<file path="src/core/clock_startup_consts.svh">
`ifndef CLOCK_STARTUP_CONSTS_SVH
`define CLOCK_STARTUP_CONSTS_SVH

// register byte offsets
`define REG_TRIM_OFFSET      12'h000
`define REG_STATUS_OFFSET    12'h004
`define REG_FUSE_OFFSET      12'h008

// clock source fuse codes
`define FUSE_EXT_LO          4'h0
`define FUSE_EXT_HI          4'h1
`define FUSE_RC4_LO          4'h2
`define FUSE_RC4_HI          4'h3
`define FUSE_RC8_LO          4'h4
`define FUSE_RC8_HI          4'h5
`define FUSE_WDT_LO          4'h6
`define FUSE_WDT_HI          4'h7

// start-up fuse codes
`define DELAY_NONE           2'h0
`define DELAY_SHORT          2'h1
`define DELAY_LONG           2'h2
`define DELAY_RESERVED       2'h3

// start-up counts in source clock cycles
`define WAKE_CYCLES          5'd6
`define RESET_CYCLES         5'd14

// reset time-outs in watchdog oscillator cycles
`define SHORT_TIMEOUT_CYCLES 17'd4096
`define LONG_TIMEOUT_CYCLES  17'd65536

// start-up divider
`define DIV_RATIO            4'd8
`define DIV_LAST             3'h7

// trim field
`define TRIM_VALUE_MSB       6
`define TRIM_RESET           8'h00

`endif

</file>
<file path="src/core/clock_startup_pkg.sv">
package clock_startup_pkg;

    typedef enum logic [2:0] {
        ST_CAPTURE = 3'b000,
        ST_TIMEOUT = 3'b001,
        ST_SETTLE  = 3'b010,
        ST_RUN     = 3'b011,
        ST_DOWN    = 3'b100,
        ST_WAKE    = 3'b101
    } state_t;

    typedef enum logic [1:0] {
        SRC_EXT = 2'b00,
        SRC_RC  = 2'b01,
        SRC_WDT = 2'b10
    } source_t;

endpackage

</file>
<file path="src/core/clock_source_startup_select.sv">
`timescale 1ns/1ps
`default_nettype none

`include "clock_startup_consts.svh"

module clock_source_startup_select #(
    parameter logic [16:0] SHORT_TIMEOUT = `SHORT_TIMEOUT_CYCLES,
    parameter logic [16:0] LONG_TIMEOUT  = `LONG_TIMEOUT_CYCLES
) (
    input  wire logic                     pclk,
    input  wire logic                     presetn,
    input  wire logic                     psel,
    input  wire logic                     penable,
    input  wire logic                     pwrite,
    input  wire logic [11:0]              paddr,
    input  wire logic [31:0]              pwdata,
    output logic      [31:0]              prdata,
    output logic                          pready,
    output logic                          pslverr,
    input  wire logic [3:0]               clock_source_fuses,
    input  wire logic [1:0]               startup_time_fuses,
    input  wire logic                     divide_by_eight_fuse,
    input  wire logic [7:0]               factory_calibration,
    input  wire logic                     clock_input_pin,
    input  wire logic                     rc_osc_clk,
    input  wire logic                     wdt_osc_clk,
    input  wire logic                     sleep_req,
    input  wire logic                     wake_req,
    output logic                          sys_clk_en,
    output logic                          wdt_tick,
    output logic                          rc_osc_enable,
    output logic                          rc_osc_8m,
    output logic [`TRIM_VALUE_MSB:0]      trim_value,
    output logic                          reset_timeout,
    output logic                          running,
    output clock_startup_pkg::source_t    clock_source
);
    import clock_startup_pkg::*;

    // decode of the sampled source fuses
    function automatic source_t decode_source(input logic [3:0] f);
        source_t s;
        s = SRC_EXT;
        if (f == `FUSE_RC4_LO || f == `FUSE_RC4_HI || f == `FUSE_RC8_LO || f == `FUSE_RC8_HI) begin
            s = SRC_RC;
        end else if (f == `FUSE_WDT_LO || f == `FUSE_WDT_HI) begin
            s = SRC_WDT;
        end else if (f == `FUSE_EXT_LO || f == `FUSE_EXT_HI) begin
            s = SRC_EXT;
        end
        return s;
    endfunction

    // watchdog cycles of the real-time part of the reset delay
    function automatic logic [16:0] timeout_of(input logic [1:0] code);
        logic [16:0] t;
        t = 17'h00000;
        unique case (code)
            `DELAY_NONE:     t = 17'h00000;
            `DELAY_SHORT:    t = SHORT_TIMEOUT;
            `DELAY_LONG:     t = LONG_TIMEOUT;
            `DELAY_RESERVED: t = LONG_TIMEOUT;
        endcase
        return t;
    endfunction

    logic ext_rise;
    logic rc_rise;
    logic wdt_rise;

    edge_sync u_ext_sync (
        .pclk     (pclk),
        .presetn  (presetn),
        .async_in (clock_input_pin),
        .level    (),
        .rise     (ext_rise)
    );

    edge_sync u_rc_sync (
        .pclk     (pclk),
        .presetn  (presetn),
        .async_in (rc_osc_clk),
        .level    (),
        .rise     (rc_rise)
    );

    edge_sync u_wdt_sync (
        .pclk     (pclk),
        .presetn  (presetn),
        .async_in (wdt_osc_clk),
        .level    (),
        .rise     (wdt_rise)
    );

    state_t      state_q,   state_d;
    logic [3:0]  srcsel_q,  srcsel_d;
    logic [1:0]  dly_q,     dly_d;
    logic        div8_q,    div8_d;
    source_t     src_q,     src_d;
    logic [16:0] cnt_q,     cnt_d;
    logic [2:0]  div_q,     div_d;
    logic [7:0]  trim_q,    trim_d;
    logic        clk_en_q,  clk_en_d;
    logic        wdt_q,     wdt_d;
    logic        rc_en_q,   rc_en_d;
    logic        rc8_q,     rc8_d;
    logic        tmo_q,     tmo_d;
    logic        run_q,     run_d;
    logic [31:0] prdata_q,  prdata_d;
    logic        pready_q,  pready_d;
    logic        pslverr_q, pslverr_d;

    logic        src_tick;
    logic        div_ok;
    logic        access;
    logic        wr_trim;

    // selected source edge and start-up divider
    always_comb begin
        unique case (src_q)
            SRC_EXT: src_tick = ext_rise;
            SRC_RC:  src_tick = rc_rise;
            SRC_WDT: src_tick = wdt_rise;
            default: src_tick = 1'b0;
        endcase
        div_ok = !div8_q || (div_q == `DIV_LAST);
    end

    // start-up sequencer
    always_comb begin
        state_d  = state_q;
        srcsel_d = srcsel_q;
        dly_d    = dly_q;
        div8_d   = div8_q;
        src_d    = src_q;
        cnt_d    = cnt_q;
        div_d    = div_q;
        clk_en_d = 1'b0;
        unique case (state_q)
            ST_CAPTURE: begin
                srcsel_d = clock_source_fuses;
                dly_d   = startup_time_fuses;
                div8_d  = !divide_by_eight_fuse;
                src_d   = decode_source(clock_source_fuses);
                cnt_d   = 17'h00000;
                state_d = ST_TIMEOUT;
            end
            ST_TIMEOUT: begin
                if (cnt_q >= timeout_of(dly_q)) begin
                    cnt_d   = 17'h00000;
                    state_d = ST_SETTLE;
                end else if (wdt_rise) begin
                    cnt_d = cnt_q + 17'h00001;
                end
            end
            ST_SETTLE: begin
                if (cnt_q >= {12'h000, `RESET_CYCLES}) begin
                    cnt_d   = 17'h00000;
                    div_d   = 3'h0;
                    state_d = ST_RUN;
                end else if (src_tick) begin
                    cnt_d = cnt_q + 17'h00001;
                end
            end
            ST_RUN: begin
                if (sleep_req) begin
                    state_d = ST_DOWN;
                end else if (src_tick) begin
                    clk_en_d = div_ok;
                    if (div8_q) begin
                        div_d = div_q + 3'h1;
                    end
                end
            end
            ST_DOWN: begin
                cnt_d = 17'h00000;
                if (wake_req) begin
                    state_d = ST_WAKE;
                end
            end
            ST_WAKE: begin
                if (cnt_q >= {12'h000, `WAKE_CYCLES}) begin
                    cnt_d   = 17'h00000;
                    state_d = ST_RUN;
                end else if (src_tick) begin
                    cnt_d = cnt_q + 17'h00001;
                end
            end
            default: begin
                state_d = ST_CAPTURE;
            end
        endcase
    end

    // apb slave, one wait state
    always_comb begin
        access    = psel && penable;
        wr_trim   = access && pready_q && pwrite && (paddr == `REG_TRIM_OFFSET);
        pready_d  = access && !pready_q;
        prdata_d  = prdata_q;
        pslverr_d = 1'b0;
        if (access && !pready_q) begin
            prdata_d = 32'h00000000;
            if (paddr == `REG_TRIM_OFFSET) begin
                prdata_d = {24'h000000, trim_q};
            end else if (paddr == `REG_STATUS_OFFSET) begin
                prdata_d = {24'h000000, run_q, tmo_q, src_q, 1'b0, state_q};
            end else if (paddr == `REG_FUSE_OFFSET) begin
                prdata_d = {24'h000000, 1'b0, div8_q, dly_q, srcsel_q};
            end else begin
                pslverr_d = 1'b1;
            end
        end
    end

    // trim register and outputs
    always_comb begin
        trim_d = trim_q;
        if (state_q == ST_CAPTURE) begin
            trim_d = factory_calibration;
        end else if (wr_trim) begin
            trim_d = pwdata[7:0];
        end
        wdt_d   = wdt_rise;
        rc_en_d = (src_d == SRC_RC) && (state_d != ST_DOWN);
        rc8_d   = (srcsel_d == `FUSE_RC8_LO) || (srcsel_d == `FUSE_RC8_HI);
        tmo_d   = (state_d == ST_CAPTURE) || (state_d == ST_TIMEOUT) || (state_d == ST_SETTLE);
        run_d   = (state_d == ST_RUN);
    end

    always_ff @(posedge pclk or negedge presetn) begin
        if (!presetn) begin
            state_q   <= ST_CAPTURE;
            srcsel_q  <= 4'h0;
            dly_q     <= 2'h0;
            div8_q    <= 1'b0;
            src_q     <= SRC_EXT;
            cnt_q     <= 17'h00000;
            div_q     <= 3'h0;
            trim_q    <= `TRIM_RESET;
            clk_en_q  <= 1'b0;
            wdt_q     <= 1'b0;
            rc_en_q   <= 1'b0;
            rc8_q     <= 1'b0;
            tmo_q     <= 1'b1;
            run_q     <= 1'b0;
            prdata_q  <= 32'h00000000;
            pready_q  <= 1'b0;
            pslverr_q <= 1'b0;
        end else begin
            state_q   <= state_d;
            srcsel_q  <= srcsel_d;
            dly_q     <= dly_d;
            div8_q    <= div8_d;
            src_q     <= src_d;
            cnt_q     <= cnt_d;
            div_q     <= div_d;
            trim_q    <= trim_d;
            clk_en_q  <= clk_en_d;
            wdt_q     <= wdt_d;
            rc_en_q   <= rc_en_d;
            rc8_q     <= rc8_d;
            tmo_q     <= tmo_d;
            run_q     <= run_d;
            prdata_q  <= prdata_d;
            pready_q  <= pready_d;
            pslverr_q <= pslverr_d;
        end
    end

    assign prdata        = prdata_q;
    assign pready        = pready_q;
    assign pslverr       = pslverr_q;
    assign sys_clk_en    = clk_en_q;
    assign wdt_tick      = wdt_q;
    assign rc_osc_enable = rc_en_q;
    assign rc_osc_8m     = rc8_q;
    assign trim_value    = trim_q[`TRIM_VALUE_MSB:0];
    assign reset_timeout = tmo_q;
    assign running       = run_q;
    assign clock_source  = src_q;

endmodule

`default_nettype wire

</file>
<file path="src/core/edge_sync.sv">
`timescale 1ns/1ps
`default_nettype none

// two-flop synchroniser with a one-cycle rising-edge pulse
module edge_sync (
    input  wire logic pclk,
    input  wire logic presetn,
    input  wire logic async_in,
    output logic      level,
    output logic      rise
);

    logic meta_q;
    logic sync_q;
    logic last_q;
    logic rise_q;
    logic rise_d;

    always_comb begin
        rise_d = sync_q & ~last_q;
    end

    always_ff @(posedge pclk or negedge presetn) begin
        if (!presetn) begin
            meta_q <= 1'b0;
            sync_q <= 1'b0;
            last_q <= 1'b0;
            rise_q <= 1'b0;
        end else begin
            meta_q <= async_in;
            sync_q <= meta_q;
            last_q <= sync_q;
            rise_q <= rise_d;
        end
    end

    assign level = sync_q;
    assign rise  = rise_q;

endmodule

`default_nettype wire

</file>
<file path="config.mk">
export PLATFORM = sky130hd
export DESIGN_NAME = clock_source_startup_select
export DESIGN_NICKNAME = d
export VERILOG_FILES = /design/src/core/clock_startup_pkg.sv /design/src/core/clock_source_startup_select.sv /design/src/core/edge_sync.sv
export VERILOG_INCLUDE_DIRS = /design/src /design/src/core
export SDC_FILE = /design/constraint.sdc
export NUM_CORES = 1
export LEC_CHECK = 0
export BUFFER_PORTS_ARGS = -buffer_cell sky130_fd_sc_hd__buf_2
export CELL_PAD_IN_SITES_DETAIL_PLACEMENT = 1
export CELL_PAD_IN_SITES_GLOBAL_PLACEMENT = 1
export CORE_MARGIN = 1
export CORE_UTILIZATION = 41
export CTS_CLUSTER_SIZE = 25
export DETAILED_ROUTE_END_ITERATION = 10
export GPL_ROUTABILITY_DRIVEN = 0
export PLACE_DENSITY = 0.95
export SETUP_SLACK_MARGIN = 0.5
export SLEW_MARGIN = 25
export SYNTH_ARGS = -nofsm -noshare
export SYNTH_HDL_FRONTEND = slang
export SYNTH_SLANG_ARGS = --single-unit
</file>
<file path="constraint.sdc">
create_clock -name pclk -period 5.35 [get_ports pclk]
set_input_delay 1.3375 -clock pclk [delete_from_list [all_inputs] [get_ports pclk]]
set_output_delay 1.3375 -clock pclk [all_outputs]
set_load 0.1 [all_outputs]
</file>
==> metrics, run 1 <==
number of flops mapped to enable cells by yosys=0; number of buffer and inverter instances along the worst setup path=0; Leakage=2.054 nW; DR WL/cell=17.81 um; setup bufs post-CTS=0; Fillers=988; headroom to the max-slew limit=40.39%; maximum clock skew at final layout=0.01103 ns; WP depth=8; CTS tree=done; most common cell after layout, fill and taps aside=sky130_fd_sc_hd__buf_2; Clk Latency, worst-skew pair=0.36 ns; Yosys cell types=53; floorplan die area=9211 um^2; CTS sink cnt=68; measured slew at the worst slew-check pin=0.8882 ns; commonest non-fill, non-tap cells in the layout=sky130_fd_sc_hd__buf_2 (69), sky130_fd_sc_hd__dfrtp_1 (67), sky130_fd_sc_hd__nand2_1 (51), sky130_fd_sc_hd__nor2_1 (28), sky130_fd_sc_hd__conb_1 (24); TritonCTS buffer count=9; number of maximum-capacitance violations=0; Fmax achieved=316.7 MHz; antenna violations before repair=0; result of the run=completed; ordered cell list for the critical path=nor2b_1, ha_1, or4b_1, a211oi_1, a31oi_4, nor2_2, nor2_1, a22o_1; detailed router's first-iteration violation count=159; post-synthesis sequential area ratio=47.03%; Die X-Extent=95.98 um; required time at the endpoint of the critical path=5.59 ns; number of max-slew violations in the final report=0; most used flip-flop cell after synthesis=sky130_fd_sc_hd__dfrtp_1; cts-stage hold buffer count=0; overall via count from detail_route=3170; Critical Path AT=3.40 ns; HPWL after DPL=7050 um; worst setup path class=reg2reg; maximum clock insertion buffer count=2; combined global-route utilization of all metal layers=23.12%; number of standard-cell rows in the floorplan=33; CP max FO=17; Power Density=309.3 nW/um^2; core region area=8382 um^2; post-route DRC violation count=0; area of the mapped netlist=3621 um^2; final-stage net count=518; TNS Setup=0 ns; number of optimization iterations in the first detailed-route pass=4; global route overflow=0; count of H-tree levels built during CTS=3; fin crit share=59.02%; average size of a mapped cell=9.405 um^2; effective utilization at floorplan=43.20%; R2R depth=8; # setup viols final=0; Syn-to-layout area delta=14.51%; final critical delay including setup and external delays=3.158 ns; total power consumption of the routed design=1.283 mW; worst ir drop on vdd=0.0001857 V; crit start category=flop; path type of the worst min-delay path=reg2reg; endpoint type of the worst setup path=flop; number of warnings reported in the yosys synthesis log=0; fraction of final layout cells with drive strength greater than 1=22.10%; total wirelength of the detailed-routed design=9849 um; master of the slowest instance on the critical path=sky130_fd_sc_hd__nor2_2; Post-Syn Instances=385; die boundary height=95.98 um; Detail Route Antenna Nets=0; worst stage delay on the critical path=0.61 ns; number of global-route vias before repair=3211; hold depth=0; Antenna Cells=0; delay-heaviest family, CP=simple AND/OR/NAND/NOR gates; Top-Level Pins=118; number of port buffers=69; FFs w/ async S/R, synth=100.0%; RSZ-0062 raised after global routing=false; final hold vios=0; vias per cell=5.732; flip-flop and latch count after synthesis=68; clock root cell=sky130_fd_sc_hd__clkbuf_8; first-pass GRT wire length=15870 um; count of cells resized by post-cts repair=0; maximum number of pins on one net before global-route repair=46; clock edge transition at the registers on the reported setup and hold paths=0.08 ns
-- Yosys cell counts, types with 5 or more instances --
master,instances,area share [%]
sky130_fd_sc_hd__dfrtp_1,67,46
sky130_fd_sc_hd__nand2_1,51,5.3
sky130_fd_sc_hd__buf_4,31,6.4
sky130_fd_sc_hd__nor2_1,28,2.9
sky130_fd_sc_hd__a21oi_1,17,2.3
sky130_fd_sc_hd__inv_1,16,1.7
sky130_fd_sc_hd__clkbuf_1,14,1.5
sky130_fd_sc_hd__nand3_1,13,1.8
sky130_fd_sc_hd__a31oi_1,12,2.1
sky130_fd_sc_hd__mux2i_1,11,3.0
sky130_fd_sc_hd__o31ai_1,11,2.3
sky130_fd_sc_hd__o21ai_1,9,1.2
sky130_fd_sc_hd__nor2b_1,8,1.4
sky130_fd_sc_hd__o21ai_0,7,0.97
sky130_fd_sc_hd__ha_1,6,2.1
sky130_fd_sc_hd__o41ai_1,6,1.5
sky130_fd_sc_hd__and3_1,5,0.86
-- sequential cells by signal (all words and copies together), names as in the netlist, 2 cells and up --
name / cells
clock_source: 2
prdata: 8
div_q: 3
trim_q: 8
cnt_q: 17
srcsel_q: 4
state_q: 3
dly_q: 2
-- per-stage QoR --
stage	cells	worst slack (ns)	utilization (%)	instance area [um^2]	hold slack [ns]
after floorplan	408	2.134	-	3707	0.3312
after global placement	537	1.966	46.62	3908	0.3335
after detailed placement	537	1.871	46.62	3908	0.3363
after CTS	553	2.207	49.47	4146	0.3523
after global routing	553	1.969	49.47	4146	0.3586
final	553	2.192	49.47	4146	0.3496
-- cell families after synthesis --
kind of cell               synth area share [%]
and+or+nand+nor                           19.11
AOI/OAI and AO/OA                         17.66
DFF                                       47.03
buffers and inverters                     10.12
muxes                                     3.663
adders and majority gates                 2.073
other                                    0.1036
xor gates and xnor gates                 0.2419
-- final timing paths --
path                                       startpoint  slack, ns                         to
max reg2reg                      dly_q[1]$_DFFE_PN0P_       2.19      cnt_q[13]$_DFFE_PN0P_
min                        u_rc_sync.meta_q$_DFF_PN0_       0.35  u_rc_sync.level$_DFF_PN0_
min reg2reg                u_rc_sync.meta_q$_DFF_PN0_       0.35  u_rc_sync.level$_DFF_PN0_
max                              dly_q[1]$_DFFE_PN0P_       2.19      cnt_q[13]$_DFFE_PN0P_
max in group asynchronous                     presetn       3.39      cnt_q[14]$_DFFE_PN0P_
min in group asynchronous                     presetn       0.96      prdata[6]$_DFFE_PN0P_
-- power breakdown --
| part | internal [mW] | total (mW) | leakage, nW | switching (mW) |
|---|---|---|---|---|
| Clock | 0.310 | 0.514 | 0.117 | 0.204 |
| Sequential | 0.535 | 0.566 | 0.864 | 0.0316 |
| Combinational | 0.0484 | 0.202 | 1.07 | 0.154 |
| Total | 0.894 | 1.28 | 2.05 | 0.389 |
-- layer usage --
metal | part of all wire, % | wire [um] | GRT usage, % | up-vias
met2 | 53 | 5183 | 42.74 | 90
met1 | 41 | 4032 | 25.99 | 1626
li1 | - | - | - | 1440
met5 | 0 | 0 | 0 | -
met4 | 1.2 | 114 | 6.965 | 0
met3 | 5.3 | 518 | 5.924 | 14
-- cell type report --
class / instances / area, um^2 / area share [%]
timing repair buffer: 72 / 367.9 / 8.871
multi-input combinational: 276 / 1645 / 39.68
clock buffer: 10 / 127.6 / 3.078
inverter: 16 / 60.06 / 1.448
sequential: 68 / 1703 / 41.07
tap: 105 / 131.4 / 3.168
clock inverter: 6 / 111.4 / 2.686
(Power assumes the default switching activity.)
==> run 2: changes to the inputs <==
Settings changed: CORE_UTILIZATION 41 to 34, PLACE_DENSITY 0.95 to 0.86.
Clock period 5.35 ns to 2.8 ns, I/O delays scaled along.
==> metrics, run 2 (same netlist as run 1, synthesis figures left out) <==
delay-heaviest family, CP=simple AND/OR/NAND/NOR gates; most common cell after layout, fill and taps aside=sky130_fd_sc_hd__buf_2; clock edge transition at the registers on the reported setup and hold paths=0.08 ns (about the same); crit start category=flop; number of port buffers=69 (unchanged); worst hold slack=0.3500 ns (+0.0004310 ns); overall via count from detail_route=3319 (+4.7%); Clk Latency, worst-skew pair=0.36 ns (about the same); effective utilization at floorplan=35.07% (-8.1 points); result of the run=completed; Top-Level Pins=118 (unchanged); maximum clock insertion buffer count=2 (unchanged); Fmax achieved=389.8 MHz (+23%); path type of the worst min-delay path=reg2reg; endpoint type of the worst setup path=flop; worst setup path class=reg2reg; largest reg by FF count=cnt_q; Syn-to-layout area delta=29.85%; fraction of final layout cells with drive strength greater than 1=34.72% (+13 points); Fillers=1183 (+20%); CTS tree=done; ordered cell list for the critical path=nor2b_1, ha_2, or4b_4, a211oi_4, a31oi_4, buf_6, nor2_4, buf_6, a21oi_1, o22ai_1; number of global-route vias before repair=3496 (+8.9%); combined global-route utilization of all metal layers=20.51% (-2.6 points); slack of the worst reg-to-reg path=0.23 ns (-1.96 ns); RSZ-0062 raised after global routing=true; Power Density=512.3 nW/um^2 (+66%); Die X-Extent=105.2 um (+9.6%); Leakage=2.283 nW (+11%); maximum clock skew at final layout=0.01027 ns (-0.0007538 ns); # setup viols final=0 (unchanged); count of H-tree levels built during CTS=3 (unchanged); number of buffer and inverter instances along the worst setup path=2 (+2); commonest non-fill, non-tap cells in the layout=sky130_fd_sc_hd__buf_2 (69), sky130_fd_sc_hd__dfrtp_1 (61), sky130_fd_sc_hd__nand2_1 (50), sky130_fd_sc_hd__nor2_1 (27), sky130_fd_sc_hd__buf_4 (27); vias per cell=5.379 (-6.2%); Detail Route Antenna Nets=0 (unchanged); fin crit share=91.63% (+33 points); detailed router's first-iteration violation count=139 (-13%); global route overflow=0 (unchanged); master of the slowest instance on the critical path=sky130_fd_sc_hd__or4b_4; required time at the endpoint of the critical path=3.07 ns (-2.52 ns); antenna violations before repair=0 (unchanged); number of optimization iterations in the first detailed-route pass=4 (unchanged); fin cells=617 (+12%); Critical Path AT=2.84 ns (-0.56 ns); cell count after placement=574 (+6.9%); Antenna Cells=0 (unchanged); first-pass GRT wire length=17520 um (+10%); area of the multi-input gates=1889 um^2 (+15%); most common cell type on the critical path=sky130_fd_sc_hd__buf_6; HPWL after DPL=7200 um (+2.1%); final-stage net count=551 (+6.4%); post-route DRC violation count=0 (unchanged); final hold vios=0 (unchanged); cts-stage hold buffer count=0 (unchanged); number of max-slew violations in the final report=0 (unchanged); number of standard-cell rows in the floorplan=37 (+12%); number of maximum-capacitance violations=0 (unchanged); storage element area=1710 um^2 (+0.44%); total wirelength of the detailed-routed design=11360 um (+15%); worst stage delay on the critical path=0.49 ns (-0.12 ns); maximum number of pins on one net before global-route repair=31 (-33%); floorplan die area=11070 um^2 (+20%); TNS Setup=0 ns (unchanged); CP max FO=5 (-12); clock root cell=sky130_fd_sc_hd__clkbuf_8; measured slew at the worst slew-check pin=0.7489 ns (-0.1394 ns); DR WL/cell=18.41 um (+3.4%); core region area=10320 um^2 (+23%); CTS sink cnt=68 (unchanged); final critical delay including setup and external delays=2.566 ns (-0.5921 ns); TritonCTS buffer count=9 (unchanged); post-layout utilization of the core=45.55% (-3.9 points); headroom to the max-slew limit=50.07% (+9.7 points); die boundary height=105.2 um (+9.6%); worst ir drop on vdd=0.0002256 V (+21%); max FFs per register=17 (unchanged)
[run 2: changes by cell type in the layout (fill, tap and decap cells not counted), moves of 3 or more]
cell,before,now
sky130_fd_sc_hd__buf_6,0,5
sky130_fd_sc_hd__dfrtp_2,0,6
sky130_fd_sc_hd__o31ai_1,11,7
sky130_fd_sc_hd__o31ai_4,0,3
sky130_fd_sc_hd__o41ai_1,5,2
sky130_fd_sc_hd__a21oi_1,17,14
sky130_fd_sc_hd__dfrtp_1,67,61
sky130_fd_sc_hd__o21ai_1,9,6
sky130_fd_sc_hd__buf_4,3,27
sky130_fd_sc_hd__o21ai_4,0,3
[run 2: worst paths after layout]
| kind | cells after the start | end | start |
|---|---|---|---|
| max in group asynchronous | 2 | cnt_q[4]$_DFFE_PN0P_ | presetn |
| max reg2reg | 10 | cnt_q[3]$_DFFE_PN0P_ | dly_q[1]$_DFFE_PN0P_ |
| min | 0 | u_ext_sync.level$_DFF_PN0_ | u_ext_sync.meta_q$_DFF_PN0_ |
| min in group asynchronous | 1 | prdata[5]$_DFFE_PN0P_ | presetn |
| min reg2reg | 0 | u_ext_sync.level$_DFF_PN0_ | u_ext_sync.meta_q$_DFF_PN0_ |
| max | 10 | cnt_q[3]$_DFFE_PN0P_ | dly_q[1]$_DFFE_PN0P_ |
[run 2: layer usage]
metal / global-route usage, % / wire [um] / up-vias
met1: 22.88 / 4629 / 1673
met3: 4.616 / 451 / 35
li1: - / - / 1501
met5: 0 / 0 / -
met2: 36.70 / 5837 / 110
met4: 9.759 / 440 / 0
[run 2: power by group]
group	switching (mW)	internal, mW
Clock	0.390	0.457
Sequential	0.0557	1.02
Combinational	0.332	0.151
[run 2: timing repair]
| action | 4_1_cts | 5_1_grt |
|---|---|---|
| cloned | 0 | 2 |
| setup endpoints to repair | 17 | 21 |
| gates resized for setup | 18 | 28 |
| pin swaps | 6 | 12 |
| buffers inserted | 20 | 5 |
[run 2: final cells by class]
class                      instances  share of cell area (%)
timing repair buffer             104                   14.24
tap                              136                   3.619
sequential                        68                   36.38
clock inverter                     4                   1.011
inverter                          16                   1.277
multi-input combinational        277                   40.18
clock buffer                      12                   3.300
[run 2: per-stage QoR]
step	power, mW	instance area [um^2]	worst slack, ns
after floorplan	1.405	3769	0.4077
after global placement	1.472	4044	0.1534
after detailed placement	1.490	4044	0.07839
after CTS	2.391	4487	0.3178
after global routing	2.504	4702	0.1193
final	2.409	4702	0.2344
